===== config.mk =====
export PLATFORM = sky130hd
export DESIGN_NAME = smr_bank
export DESIGN_NICKNAME = d
export VERILOG_FILES = /design/src/core/smr_pkg.sv /design/src/core/smr_bank.sv
export SDC_FILE = /design/constraint.sdc
export NUM_CORES = 1
export LEC_CHECK = 0
export BUFFER_PORTS_ARGS = -buffer_cell sky130_fd_sc_hd__buf_4
export CAP_MARGIN = 5
export CELL_PAD_IN_SITES_DETAIL_PLACEMENT = 2
export CELL_PAD_IN_SITES_GLOBAL_PLACEMENT = 2
export CORE_ASPECT_RATIO = 1.25
export CORE_MARGIN = 1.5
export CORE_UTILIZATION = 34
export CTS_CLUSTER_SIZE = 10
export DETAILED_ROUTE_END_ITERATION = 10
export PLACE_DENSITY = 0.78
export SKIP_LAST_GASP = 1
export SYNTH_ARGS = -nofsm -noshare
export SYNTH_HDL_FRONTEND = slang
export SYNTH_SLANG_ARGS = --single-unit

===== constraint.sdc =====
create_clock -name clk -period 2.7 [get_ports clk]
set_clock_uncertainty 0.15 [all_clocks]
set_input_delay 0 -clock clk [delete_from_list [all_inputs] [get_ports clk]]
set_output_delay 0 -clock clk [all_outputs]
set_load 0.05 [all_outputs]

===== src/core/smr_pkg.sv =====
// package: register map, field layout, reset values and decode types
package smr_pkg;

   // ------------------------------------------------------------------
   // register addresses
   // ------------------------------------------------------------------
   localparam logic [5:0] ADDR_LATENCY  = 6'h02;
   localparam logic [5:0] ADDR_DRIVE    = 6'h03;
   localparam logic [5:0] ADDR_THERMAL  = 6'h04;
   localparam logic [5:0] ADDR_MAKER    = 6'h05;
   localparam logic [5:0] ADDR_REV_ONE  = 6'h06;
   localparam logic [5:0] ADDR_REV_TWO  = 6'h07;
   localparam logic [5:0] ADDR_GEOMETRY = 6'h08;
   localparam logic [5:0] ADDR_TEST     = 6'h09;
   localparam logic [5:0] ADDR_ZQ       = 6'h0a;

   // ------------------------------------------------------------------
   // field positions
   // ------------------------------------------------------------------
   localparam int WLS_BIT       = 6;
   localparam int WRLEV_BIT     = 7;
   localparam int PUCAL_BIT     = 0;
   localparam int PST_BIT       = 1;
   localparam int PROT_BIT      = 2;
   localparam int PULLDOWN_STRENGTH_LSB      = 3;
   localparam int RDBI_BIT      = 6;
   localparam int WDBI_BIT      = 7;
   localparam int SRA_BIT       = 3;
   localparam int REPAIR_ENTRY_BIT      = 4;
   localparam int TOFS_LSB      = 5;
   localparam int TUF_BIT       = 7;
   localparam int ZQRST_BIT     = 0;

   // ------------------------------------------------------------------
   // reset values
   // ------------------------------------------------------------------
   localparam logic [7:0] RST_LATENCY = 8'h00;
   localparam logic [7:0] RST_DRIVE   = 8'h31;
   localparam logic [2:0] RST_RATE    = 3'h3;
   localparam logic [2:0] RATE_DERATE = 3'h6;
   localparam logic [2:0] PULLDOWN_STRENGTH_LO     = 3'h1;
   localparam logic [2:0] PULLDOWN_STRENGTH_HI     = 3'h6;
   localparam logic [1:0] TOFS_RSVD   = 2'h3;

   // ------------------------------------------------------------------
   // identity and geometry (values arbitrary)
   // ------------------------------------------------------------------
   localparam logic [7:0] MAKER_CODE  = 8'h5c;
   localparam logic [7:0] REV_ONE     = 8'h02;
   localparam logic [7:0] REV_TWO     = 8'h03;
   localparam logic [1:0] GEO_TYPE    = 2'h0;
   localparam logic [3:0] GEO_DENSITY = 4'h0;
   localparam logic [1:0] GEO_WIDTH   = 2'h0;

   // ------------------------------------------------------------------
   // carrier types
   // ------------------------------------------------------------------
   typedef struct packed {
      logic [5:0] read_latency;
      logic [4:0] read_to_precharge;
      logic [5:0] write_latency;
      logic       write_postamble_len;
      logic [2:0] pulldown_strength;
      logic       pullup_cal_point;
      logic       read_bus_inversion;
      logic       write_bus_inversion;
   } smr_timing_s;

   typedef struct packed {
      logic       selfrefresh_abort;
      logic       repair_entry;
      logic [1:0] thermal_offset;
      logic       repair_protection;
      logic       write_leveling;
      logic       impedance_cal_reset_bit;
   } smr_ctrl_s;

   typedef enum logic {SMR_IDLE, SMR_LEVELING} smr_state_e;

endpackage


===== src/core/smr_bank.sv =====
// mode register bank: two set points, latency decode, thermal status
// Functional notes
// - decode read latency, inversion off
// - decode read latency, inversion on
// - write latency set A table
// - write latency set B table
// - bit 6 selects write latency set
// - write leveling holds until cleared by write
// - writes reach copy chosen by write select
// - operation uses copy chosen by operating select
// - bit 1 selects write postamble length
// - pull-down strength codes one to six
// - repair protection sticky until power-on reset
// - protection refuses setting repair entry
// - refresh rate field reports eight codes
// - derating needed reports code six
// - refresh rate valid after initialization
// - update flag set on change, read clears
// - thermal write updates only bits six..three
// - thermal abort, repair entry, offset fields
// - geometry reports type, density, width
// - impedance reset bit resets calibration
// - read and write commands, access limits
`timescale 1ns/1ps
`default_nettype none

module smr_bank
   import smr_pkg::*;
(
   input  wire logic        clk,
   input  wire logic        reset,
   input  wire logic        mrw_valid,
   input  wire logic        mrr_valid,
   input  wire logic [5:0]  mr_addr,
   input  wire logic [7:0]  mr_wdata,
   input  wire logic        write_set_point_select,
   input  wire logic        operating_set_point_select,
   input  wire logic        init_done,
   input  wire logic [2:0]  sensor_rate,
   input  wire logic        derate_needed,
   output logic             mrr_rvalid,
   output logic [7:0]       mrr_rdata,
   output logic             leveling_active,
   output logic             rate_valid,
   output smr_timing_s      timing,
   output smr_ctrl_s        ctrl
);

   // ------------------------------------------------------------------
   // set point copies
   // ------------------------------------------------------------------
   logic [7:0] lat_q [2];
   logic [7:0] drv_q [2];
   logic       wr_lat;
   logic       wr_drv;
   logic       wsp;
   logic       osp;

   assign wsp    = write_set_point_select;
   assign osp    = operating_set_point_select;
   assign wr_lat = mrw_valid && (mr_addr == ADDR_LATENCY);
   assign wr_drv = mrw_valid && (mr_addr == ADDR_DRIVE);

   genvar gi;
   generate
      for (gi = 0; gi < 2; gi++) begin : g_fsp
         always_ff @(posedge clk) begin
            if (reset) begin
               lat_q[gi] <= RST_LATENCY;
               drv_q[gi] <= RST_DRIVE;
            end else begin
               if (wr_lat && (wsp == (gi == 1))) begin
                  lat_q[gi] <= mr_wdata;
               end
               if (wr_drv && (wsp == (gi == 1))) begin
                  drv_q[gi] <= mr_wdata;
               end
            end
         end
      end
   endgenerate

   // ------------------------------------------------------------------
   // active copy decode
   // ------------------------------------------------------------------
   logic [7:0] lat_a;
   logic [7:0] drv_a;
   logic [2:0] rl_code;
   logic [2:0] wl_code;
   logic [2:0] pd_code;

   assign lat_a   = lat_q[osp];
   assign drv_a   = drv_q[osp];
   assign rl_code = lat_a[2:0];
   assign wl_code = lat_a[5:3];
   assign pd_code = drv_a[PULLDOWN_STRENGTH_LSB +: 3];

   function automatic logic [5:0] rl_dec(input logic [2:0] c,
                                         input logic       dbi);
      logic [5:0] r;
      r = 6'h06;
      if (!dbi) begin
         unique case (c)
            3'h0: r = 6'd6;
            3'h1: r = 6'd10;
            3'h2: r = 6'd14;
            3'h3: r = 6'd20;
            3'h4: r = 6'd24;
            3'h5: r = 6'd28;
            3'h6: r = 6'd32;
            3'h7: r = 6'd36;
         endcase
      end else begin
         unique case (c)
            3'h0: r = 6'd6;
            3'h1: r = 6'd12;
            3'h2: r = 6'd16;
            3'h3: r = 6'd22;
            3'h4: r = 6'd28;
            3'h5: r = 6'd32;
            3'h6: r = 6'd36;
            3'h7: r = 6'd40;
         endcase
      end
      return r;
   endfunction

   function automatic logic [5:0] wl_dec(input logic [2:0] c,
                                         input logic       setb);
      logic [5:0] r;
      r = 6'h04;
      if (!setb) begin
         r = {2'h0, c, 1'b0} + 6'd4;
      end else begin
         unique case (c)
            3'h0: r = 6'd4;
            3'h1: r = 6'd8;
            3'h2: r = 6'd12;
            3'h3: r = 6'd18;
            3'h4: r = 6'd22;
            3'h5: r = 6'd26;
            3'h6: r = 6'd30;
            3'h7: r = 6'd34;
         endcase
      end
      return r;
   endfunction

   logic [5:0]  rl_next;
   logic [5:0]  wl_next;
   logic [4:0]  rtp_next;

   assign rl_next  = rl_dec(rl_code, drv_a[RDBI_BIT]);
   assign wl_next  = wl_dec(wl_code, lat_a[WLS_BIT]);
   assign rtp_next = rl_code[2] ? {1'b0, rl_code[1:0], 1'b0} + 5'd10
                                : 5'd8;

   always_ff @(posedge clk) begin
      if (reset) begin
         // decoded defaults, so range checks hold from the first edge
         timing                   <= '0;
         timing.read_latency      <= 6'd6;
         timing.read_to_precharge <= 5'd8;
         timing.write_latency     <= 6'd4;
         timing.pulldown_strength <= RST_DRIVE[PULLDOWN_STRENGTH_LSB +: 3];
         timing.pullup_cal_point  <= RST_DRIVE[PUCAL_BIT];
      end else begin
         timing.read_latency        <= rl_next;
         timing.read_to_precharge   <= rtp_next;
         timing.write_latency       <= wl_next;
         timing.write_postamble_len <= drv_a[PST_BIT];
         timing.pullup_cal_point    <= drv_a[PUCAL_BIT];
         timing.read_bus_inversion  <= drv_a[RDBI_BIT];
         timing.write_bus_inversion <= drv_a[WDBI_BIT];
         if (pd_code >= PULLDOWN_STRENGTH_LO && pd_code <= PULLDOWN_STRENGTH_HI) begin
            timing.pulldown_strength <= pd_code;
         end
      end
   end

   // ------------------------------------------------------------------
   // write leveling state
   // ------------------------------------------------------------------
   smr_state_e state_q;

   always_ff @(posedge clk) begin
      if (reset) begin
         state_q <= SMR_IDLE;
      end else if (wr_lat) begin
         state_q <= mr_wdata[WRLEV_BIT] ? SMR_LEVELING : SMR_IDLE;
      end
   end

   assign leveling_active = (state_q == SMR_LEVELING);

   // ------------------------------------------------------------------
   // protection, thermal controls, calibration reset
   // ------------------------------------------------------------------
   logic prot_q;
   logic wr_thm;

   assign wr_thm = mrw_valid && (mr_addr == ADDR_THERMAL);

   always_ff @(posedge clk) begin
      if (reset) begin
         prot_q <= 1'b0;
      end else if (wr_drv && mr_wdata[PROT_BIT]) begin
         prot_q <= 1'b1;
      end
   end

   always_ff @(posedge clk) begin
      if (reset) begin
         ctrl.selfrefresh_abort <= 1'b0;
         ctrl.repair_entry      <= 1'b0;
         ctrl.thermal_offset    <= 2'h0;
      end else if (wr_thm) begin
         ctrl.selfrefresh_abort <= mr_wdata[SRA_BIT];
         if (!(prot_q && mr_wdata[REPAIR_ENTRY_BIT])) begin
            ctrl.repair_entry <= mr_wdata[REPAIR_ENTRY_BIT];
         end
         if (mr_wdata[TOFS_LSB +: 2] != TOFS_RSVD) begin
            ctrl.thermal_offset <= mr_wdata[TOFS_LSB +: 2];
         end
      end
   end

   always_ff @(posedge clk) begin
      if (reset) begin
         ctrl.impedance_cal_reset_bit <= 1'b0;
      end else if (mrw_valid && mr_addr == ADDR_ZQ) begin
         ctrl.impedance_cal_reset_bit <= mr_wdata[ZQRST_BIT];
      end
   end

   assign ctrl.repair_protection = prot_q;
   assign ctrl.write_leveling    = leveling_active;

   // ------------------------------------------------------------------
   // refresh rate and update flag
   // ------------------------------------------------------------------
   logic [2:0] rate_q;
   logic [2:0] rate_in;
   logic       tuf_q;
   logic       rd_thm;
   logic       rate_chg;

   assign rate_in  = derate_needed ? RATE_DERATE : sensor_rate;
   assign rd_thm   = mrr_valid && (mr_addr == ADDR_THERMAL);
   assign rate_chg = init_done && (rate_in != rate_q);

   always_ff @(posedge clk) begin
      if (reset) begin
         rate_q <= RST_RATE;
      end else if (init_done) begin
         rate_q <= rate_in;
      end
   end

   always_ff @(posedge clk) begin
      if (reset) begin
         tuf_q <= 1'b0;
      end else if (rate_chg) begin
         tuf_q <= 1'b1;
      end else if (rd_thm) begin
         tuf_q <= 1'b0;
      end
   end

   assign rate_valid = init_done;

   // ------------------------------------------------------------------
   // mode register read
   // ------------------------------------------------------------------
   logic [7:0] rd_d;

   always_comb begin
      rd_d = 8'h00;
      unique case (mr_addr)
         ADDR_THERMAL:  rd_d = {tuf_q, 4'h0, rate_q};
         ADDR_MAKER:    rd_d = MAKER_CODE;
         ADDR_REV_ONE:  rd_d = REV_ONE;
         ADDR_REV_TWO:  rd_d = REV_TWO;
         ADDR_GEOMETRY: rd_d = {GEO_WIDTH, GEO_DENSITY, GEO_TYPE};
         default:       rd_d = 8'h00;
      endcase
   end

   always_ff @(posedge clk) begin
      if (reset) begin
         mrr_rvalid <= 1'b0;
         mrr_rdata  <= 8'h00;
      end else begin
         mrr_rvalid <= mrr_valid;
         mrr_rdata  <= mrr_valid ? rd_d : 8'h00;
      end
   end

   // ------------------------------------------------------------------
   // checks
   // ------------------------------------------------------------------
   AST_TUF_SET: assert property (@(posedge clk) disable iff (reset)
      rate_chg |=> tuf_q)
      else $error("update flag not set on rate change");
   AST_TUF_CLR: assert property (@(posedge clk) disable iff (reset)
      rd_thm && !rate_chg |=> !tuf_q)
      else $error("update flag not cleared by read");
   AST_PROT_STICKY: assert property (@(posedge clk) disable iff (reset)
      prot_q |=> prot_q)
      else $error("protection bit dropped");
   AST_REPAIR_ENTRY_BLOCK: assert property (@(posedge clk) disable iff (reset)
      prot_q && !ctrl.repair_entry |=> !ctrl.repair_entry)
      else $error("repair entry set while protected");
   AST_LEV_HOLD: assert property (@(posedge clk) disable iff (reset)
      leveling_active && !wr_lat |=> leveling_active)
      else $error("leveling left without clearing write");
   AST_RL_MIN: assert property (@(posedge clk) disable iff (reset)
      timing.read_latency >= 6'd6 && timing.read_latency <= 6'd40)
      else $error("read latency out of range");
   AST_WL_A: assert property (@(posedge clk) disable iff (reset)
      !lat_a[WLS_BIT] && $stable(lat_a) |=>
      timing.write_latency == 6'd4 + {2'h0, $past(wl_code), 1'b0})
      else $error("write latency set A wrong");
   AST_PULLDOWN_STRENGTH: assert property (@(posedge clk) disable iff (reset)
      timing.pulldown_strength >= PULLDOWN_STRENGTH_LO &&
      timing.pulldown_strength <= PULLDOWN_STRENGTH_HI)
      else $error("pull-down strength reserved");
   AST_MRR: assert property (@(posedge clk) disable iff (reset)
      mrr_valid && mr_addr == ADDR_MAKER |=> mrr_rdata == MAKER_CODE)
      else $error("maker code read wrong");

endmodule

`default_nettype wire


==> results.yml, run 1 <==
outcome:
  status: "complete, but fails checks"
  violations: "DRC"
yosys:
  syn-cell-area_um2: 2900
  synth_ff_type: "dfxtp_1"
  synth_top_cells_by_area: "edfxtp_1 29%, dfxtp_1 26%, and2_1 5.2%"
  yosys-top-cells-count: "38 x dfxtp_1, 28 x edfxtp_1, 25 x nor2_1, 24 x and2_1, 16 x nand2_1"
  avgSynthCellArea_um2: 11.1
  synth_top_cell_area_share_pct: 29.0
  syn_inst: 262
  yosys_warnings: 0
  ys_ff_latch: 66
  synthArstFlopShare_pct: 0
  yosysSeqAreaShare_pct: 55.3
  synth_edf_count: 28
  yosysTopAreaCell: "edfxtp_1"
  yosysMostFrequentCell: "dfxtp_1"
  synth.distinct_cells: 43
worst_setup_path:
  crit_top_cell: "dlygate4sd3_1"
  r2r_start: "rate_q[2]"
  crit_type: "input pin to register"
  crit_required_ns: 2.84
  critPathMaxFanout: 4
  crit_buf_inv: 4
  critPathLaunchType: "input pin"
  cp_top_family: "buffers and inverters"
  regToRegEndpoint: "rate_q[2]"
  worst_path_max_delay_cell: "dlygate4sd3_1"
  reg2reg_slack_ns: 0.72
  worst_r2r_path_depth: 4
  cpPeakStageDelay_ns: 0.64
  worstPathArrival_ns: 2.70
  crit_path_end_kind: "register"
  crit_chain: "dlygate4sd3_1 > buf_4 > nor4b_2 > dlygate4sd3_1 > nand2_1 > nor3_1 > dlygate4sd3_1"
sta:
  maxSlewViolCount: 0
  period_minus_slack_ns: 2.56
  tightest_slew_ns: 0.730
  finalCritPeriodShare_pct: 95.0
  fmax_mhz: 390
  grt_setup_unrepaired: "false"
  setup-tns-final_ns: 0
  setup_viol: 0
  hold_viol: 0
  maxSlewHeadroom_pct: 50.9
finish:
  diodes: 0
  regArea_um2: 1600
  multi_input_area_um2: 1180
  fillers: 843
  num-nets-final: 393
  stdcell_area_um2: 3940
  area_growth_pct: 36.0
  drive_gt1_share_pct: 27.9
job:
  cap_viol_max_count: 0
min_path:
  hold_end: "drv_q[0][4]"
  hp-class: "input pin to register"
  hp-start: "mr_addr[2]"
  holdPathStages: 4
global_routing:
  grt_max_degree: 26
  grt_overflow: 0
  track_usage_pct: 20.6
  grt_pass1_vias: 2574
  grt_pass1_wl_mm: 14.0
  grt_antenna_before_repair: 0
clocking:
  clk_path_buf_depth: 2
  clk_pin_slew_ns: 0.07
  cts-root-buf: "clkbuf_8"
  cts-htree-levels: 3
  cts_buffers: 9
  clkLatencyLatePin_ns: 0.35
  cts_tree: "built"
  cts.sinks: 66
power:
  p_per_area_nw_per_um2: 581
  pwr-share-clk_pct: 33.5
  net-switching-power_mw: 0.664
  intPower_mw: 1.63
  switching_share_pct: 29.0
  pwr-share-seq_pct: 48.6
  p_leak_nw: 1.68
  peakVddDrop_mv: 0.229
  comb_power_share_pct: 18.0
detailed_routing:
  via_per_inst: 5.06
  antenna_left: 0
  drt-wirelength-per-cell_um: 19.1
  via_count: 2336
  route.detailed.drc: 1
  drt-pass1-iter-count: 7
  drt_iter0_drc: 79
  wirelength_mm: 8.84
placed_design:
  dpl.hpwl_mm: 5.42
  placed_area_um2: 3440
  gp_congestion: 0.700
  io_buffer_count: 62
floorplan:
  initial_core_util_pct: 35.2
  die-area_um2: 9090
  die_y_um: 106
  num_rows: 37
  io_pins: 67
  die_x_um: 85.6
  core_um2: 8240
cell type report:
cell class / instances / area share (%)
well taps: 97 / 3.08
multi-input cells: 174 / 29.9
clock buffers: 13 / 4.03
clock inverters: 3 / 0.381
inverters: 9 / 0.857
repair buffers: 100 / 21.1
flip-flops and latches: 66 / 40.6
worst max path at each step:
stage | start | to | slack [ns] | depth (start not counted)
floorplan | mr_addr[0] | lat_q[0][0] | 0.74 | 3
global placement | mr_addr[0] | lat_q[1][0] | 0.88 | 5
detailed placement | mr_addr[0] | lat_q[0][0] | 0.74 | 5
CTS | mr_addr[4] | mrr_rdata[2] | 0.12 | 7
global route | mr_addr[4] | mrr_rdata[2] | 0.08 | 7
finish | mr_addr[4] | mrr_rdata[2] | 0.14 | 7
sequential cells by signal (all words and copies together) (netlist names):
signal / cells
mrr_rvalid: 1
timing: 21
leveling_active: 1
ctrl: 5
mrr_rdata: 5
rate_q: 3
drv_q: 14
tuf_q: 1
lat_q: 14
prot_q: 1
repair_timing:
item,4_1_cts,5_1_grt
hold buffers,32,0
resized for setup,0,1
setup endpoints to repair,0,2
setup buffers,0,0
endpoints found under the hold margin,58,0
per-stage QoR:
step	utilization, %	power, mW	hold WS, ns	setup WS [ns]	instances
after detailed placement	41.8	1.51	0.0745	0.740	414
final	47.8	2.29	0.0458	0.136	462
after global routing	47.8	2.38	0.0684	0.0839	462
after CTS	47.8	2.30	0.0233	0.118	462
after floorplan	-	1.38	-0.0732	0.737	265
after global placement	41.8	1.49	0.0705	0.879	414
kinds of logic after synthesis:
group	Yosys count	share of synthesized area, %
fa+ha+maj	8	3.45
flops	66	55.3
other cells	1	0.129
mux	24	8.68
buf+inv	25	4.62
simple gates	98	18.8
xor+xnor	2	0.605
compound gates	38	8.46
placed cells by master (no fill, tap or decap), drive strengths merged, types with 2 or more instances in the layout:
cell type	instances
buf	68
nand2	16
dfxtp	38
clkbuf	13
or3	4
dlygate4sd3	32
mux2i	15
nor2	26
or2	3
and2	24
o21ai	7
ha	8
o211ai	3
a211o	3
nor2b	3
nand3	3
conb	4
a31oi	2
o22ai	3
edfxtp	28
inv	9
mux2	9
clkinv	3
nor3	3
a21oi	13
nor4	2
nor4b	2
nand2b	6
o221a	3
worst min-delay path, cell delays in order:
cell      delay [ns]
buf_4           0.09
or3b_4          0.17
nor4_2          0.10
nand2b_1        0.08
power groups by stage:
| stage | logic [mW] | registers (mW) | clock network (mW) |
|---|---|---|---|
| final | 0.412 | 1.11 | 0.767 |
| after global routing | 0.441 | 1.12 | 0.822 |
| after CTS | 0.407 | 1.11 | 0.777 |
| after detailed placement | 0.373 | 1.13 | 0 |
| after global placement | 0.363 | 1.13 | 0 |
| after floorplan | 0.154 | 1.22 | 0 |
per-layer routing:
metal	vias to the layer above	track usage (%)	wire length (um)	share of wire, %
li1	1101	-	-	-
met1	1143	22.7	3400	38
met2	74	37.4	4800	54
met3	18	3.73	364	4.1
met4	0	10.4	272	3.1
met5	-	0	0	0
No activity file was read; power rests on OpenSTA's default activity.
==> run 2, diff against run 1 <==
ABC_AREA = 1   (was default)
CORE_UTILIZATION = 31   (was 34)
==> results.yml, run 2 <==
outcome:
  status: "completed"
yosys:
  yosysSeqAreaShare_pct: 56.3
  syn-cell-area_um2: 2850
  yosys_warnings: 0
  syn_inst: 334
  synth.area.mux_share_pct: 0
  synth_edf_count: 28
  ys_ff_latch: 66
  synth_top_cell_area_share_pct: 29.5
  synth_ff_type: "dfxtp_1"
  synth.distinct_cells: 26
  synth-xor-area-share_pct: 0
  synth_top_family_by_area: "simple AND/OR/NAND/NOR gates"
  synth_top_cells_by_area: "edfxtp_1 30%, dfxtp_1 27%, nand2_1 9.1%"
  yosysTopAreaCell: "edfxtp_1"
  synth-simple-area-share_pct: 20.0
  synth_fa_ha_area_share_pct: 3.52
  yosysMostFrequentCell: "nand2_1"
  avgSynthCellArea_um2: 8.52
  yosys-top-cells-count: "69 x nand2_1, 52 x nor2_1, 45 x inv_1, 38 x dfxtp_1, 28 x edfxtp_1"
  synth_compound_area_share_pct: 10.2
  synthArstFlopShare_pct: 0
finish:
  utilization_pct: 44.3
  area_growth_pct: 37.0
  layout_commonest_cell: "nand2_1"
  final_cell_mix: "69 x nand2_1, 64 x buf_4, 52 x nor2_1"
  drive_gt1_share_pct: 19.8
  num-nets-final: 462
  regMostFlops: "timing"
  reg_top3: "timing: 21 flops, drv_q: 14 flops, lat_q: 14 flops"
  diodes: 0
  largest_reg_flops: 21
clocking:
  clk_pin_slew_ns: 0.08
  cts.repair.resized: 0
  postCtsSetupBuffers: 0
  clk_path_buf_depth: 2
  cts-root-buf: "clkbuf_8"
  clkLatencyLatePin_ns: 0.34
  cts_tree: "built"
  cts-htree-levels: 3
  cts.sinks: 66
  cts_buffers: 9
power:
  peakVddDrop_mv: 0.218
  pwr-share-clk_pct: 35.6
  switching_share_pct: 29.0
  net-switching-power_mw: 0.673
  intPower_mw: 1.64
  p_leak_nw: 1.78
  p_per_area_nw_per_um2: 594
  comb_power_share_pct: 16.6
  p_total_mw: 2.32
  pwr-share-seq_pct: 47.8
floorplan:
  initial_core_util_pct: 32.4
  core_um2: 8800
  num_rows: 38
  die_x_um: 88.7
  die-area_um2: 9770
  io_pins: 67
  die_y_um: 110
detailed_routing:
  wirelength_mm: 8.21
  met1_length_mm: 3.11
  antenna_left: 0
  via_per_inst: 4.56
  routed.top_layer: "met4"
  route.detailed.drc: 0
  drt-pass1-iter-count: 4
  via_count: 2524
  drt-wirelength-per-cell_um: 14.8
  wl_met3_um: 302
  wl_met2_mm: 4.56
  drt_iter0_drc: 22
global_routing:
  grt_pass1_wl_mm: 13.5
  grt_antenna_before_repair: 0
  track_usage_pct: 18.6
  grt_max_degree: 17
  grt_overflow: 0
  grt_pass1_vias: 2860
placed_design:
  dpl.hpwl_mm: 5.73
  gp_congestion: 0.716
  io_buffer_count: 62
sta:
  fmax_mhz: 408
  setup-tns-final_ns: 0
  maxSlewViolCount: 0
  finalCritPeriodShare_pct: 90.8
  hold_viol: 0
  grt_setup_unrepaired: "false"
  maxSlewHeadroom_pct: 26.8
  tightest_slew_ns: 1.09
  period_minus_slack_ns: 2.45
  setup_viol: 0
worst_setup_path:
  crit_path_end_kind: "register"
  crit_required_ns: 2.84
  critPathLaunchType: "input pin"
  critPathMaxFanout: 5
  worstPathArrival_ns: 2.59
  reg2reg_slack_ns: 0.97
  crit_type: "input pin to register"
job:
  cap_viol_max_count: 0
min_path:
  hp-class: "input pin to register"
run 2: cell types whose count changed after synthesis, sizes merged, moves of 6 or more:
| cell | previous run | this run |
|---|---|---|
| a21oi | 13 | 19 |
| and2 | 24 | 0 |
| inv | 9 | 47 |
| mux2 | 9 | 0 |
| mux2i | 15 | 0 |
| nand2 | 16 | 70 |
| nand2b | 6 | 0 |
| nand3 | 3 | 15 |
| nor2 | 26 | 55 |
| o21ai | 7 | 29 |
run 2: routing by layer:
metal / GRT usage, % / up-vias
li1: - / 1246
met1: 18.5 / 1194
met2: 35.8 / 64
met3: 4.10 / 20
met4: 9.04 / 0
met5: 0 / -
run 2: kinds of logic (layout without fill, tap and decap cells):
kind of cell | after synthesis | in the layout
and+or+nand+nor | 142 | 142
DFF | 66 | 66
buffers and inverters | 62 | 159
AOI/OAI and AO/OA | 55 | 55
adders and majority gates | 8 | 8
other | 1 | 4
run 2: worst paths after layout:
| check | startpoint | to | cells after the start |
|---|---|---|---|
| setup / recovery | mr_addr[2] | ctrl[3] | 10 |
| hold / removal | mr_addr[4] | leveling_active | 5 |
| setup reg to reg | lat_q[0][1] | timing[21] | 6 |
| hold reg to reg | tuf_q | mrr_rdata[7] | 2 |
run 2: critical path, stage by stage:
cell           delay, ns
dlygate4sd3_1       0.53
buf_4               0.11
nand2_1             0.05
dlygate4sd3_1       0.56
nor2_1              0.20
nand3_1             0.23
inv_1               0.21
a21oi_1             0.08
nor2_1              0.08
dlygate4sd3_1       0.54
run 2: power by group through the flow:
| stage | registers, mW | logic [mW] | clock network, mW |
|---|---|---|---|
| 6_report | 1.11 | 0.384 | 0.824 |
| 5_1_grt | 1.11 | 0.422 | 0.886 |
| 4_1_cts | 1.11 | 0.384 | 0.846 |
| 3_5_place_dp | 1.13 | 0.353 | 0 |
| 3_3_place_gp | 1.13 | 0.342 | 0 |
| 2_1_floorplan | 1.22 | 0.147 | 0 |
run 2: final cells by class:
| type | count | area (um2) |
|---|---|---|
| Fill cell | 996 | 4900 |
| Sequential cell | 66 | 1600 |
| Multi-Input combinational cell | 209 | 976 |
| Timing Repair Buffer | 96 | 801 |
| Inverter | 47 | 176 |
| Tap cell | 120 | 150 |
| Clock buffer | 10 | 128 |
| Clock inverter | 6 | 67.6 |
run 2: timing repair:
action,CTS,global route
hold buffers,32,0
endpoints found under the setup margin,0,0
hold endpoints to repair,57,0
run 2: stage by stage:
stage / worst slack, ns / area, um2 / hold WS [ns] / instances
CTS: 0.297 / 3900 / 0.00104 / 554
global placement: 0.743 / 3380 / 0.0665 / 506
finish: 0.247 / 3900 / 0.0224 / 554
detailed placement: 0.574 / 3380 / 0.0711 / 506
floorplan: 1.17 / 2860 / -0.0732 / 337
global route: 0.0549 / 3900 / 0.0587 / 554
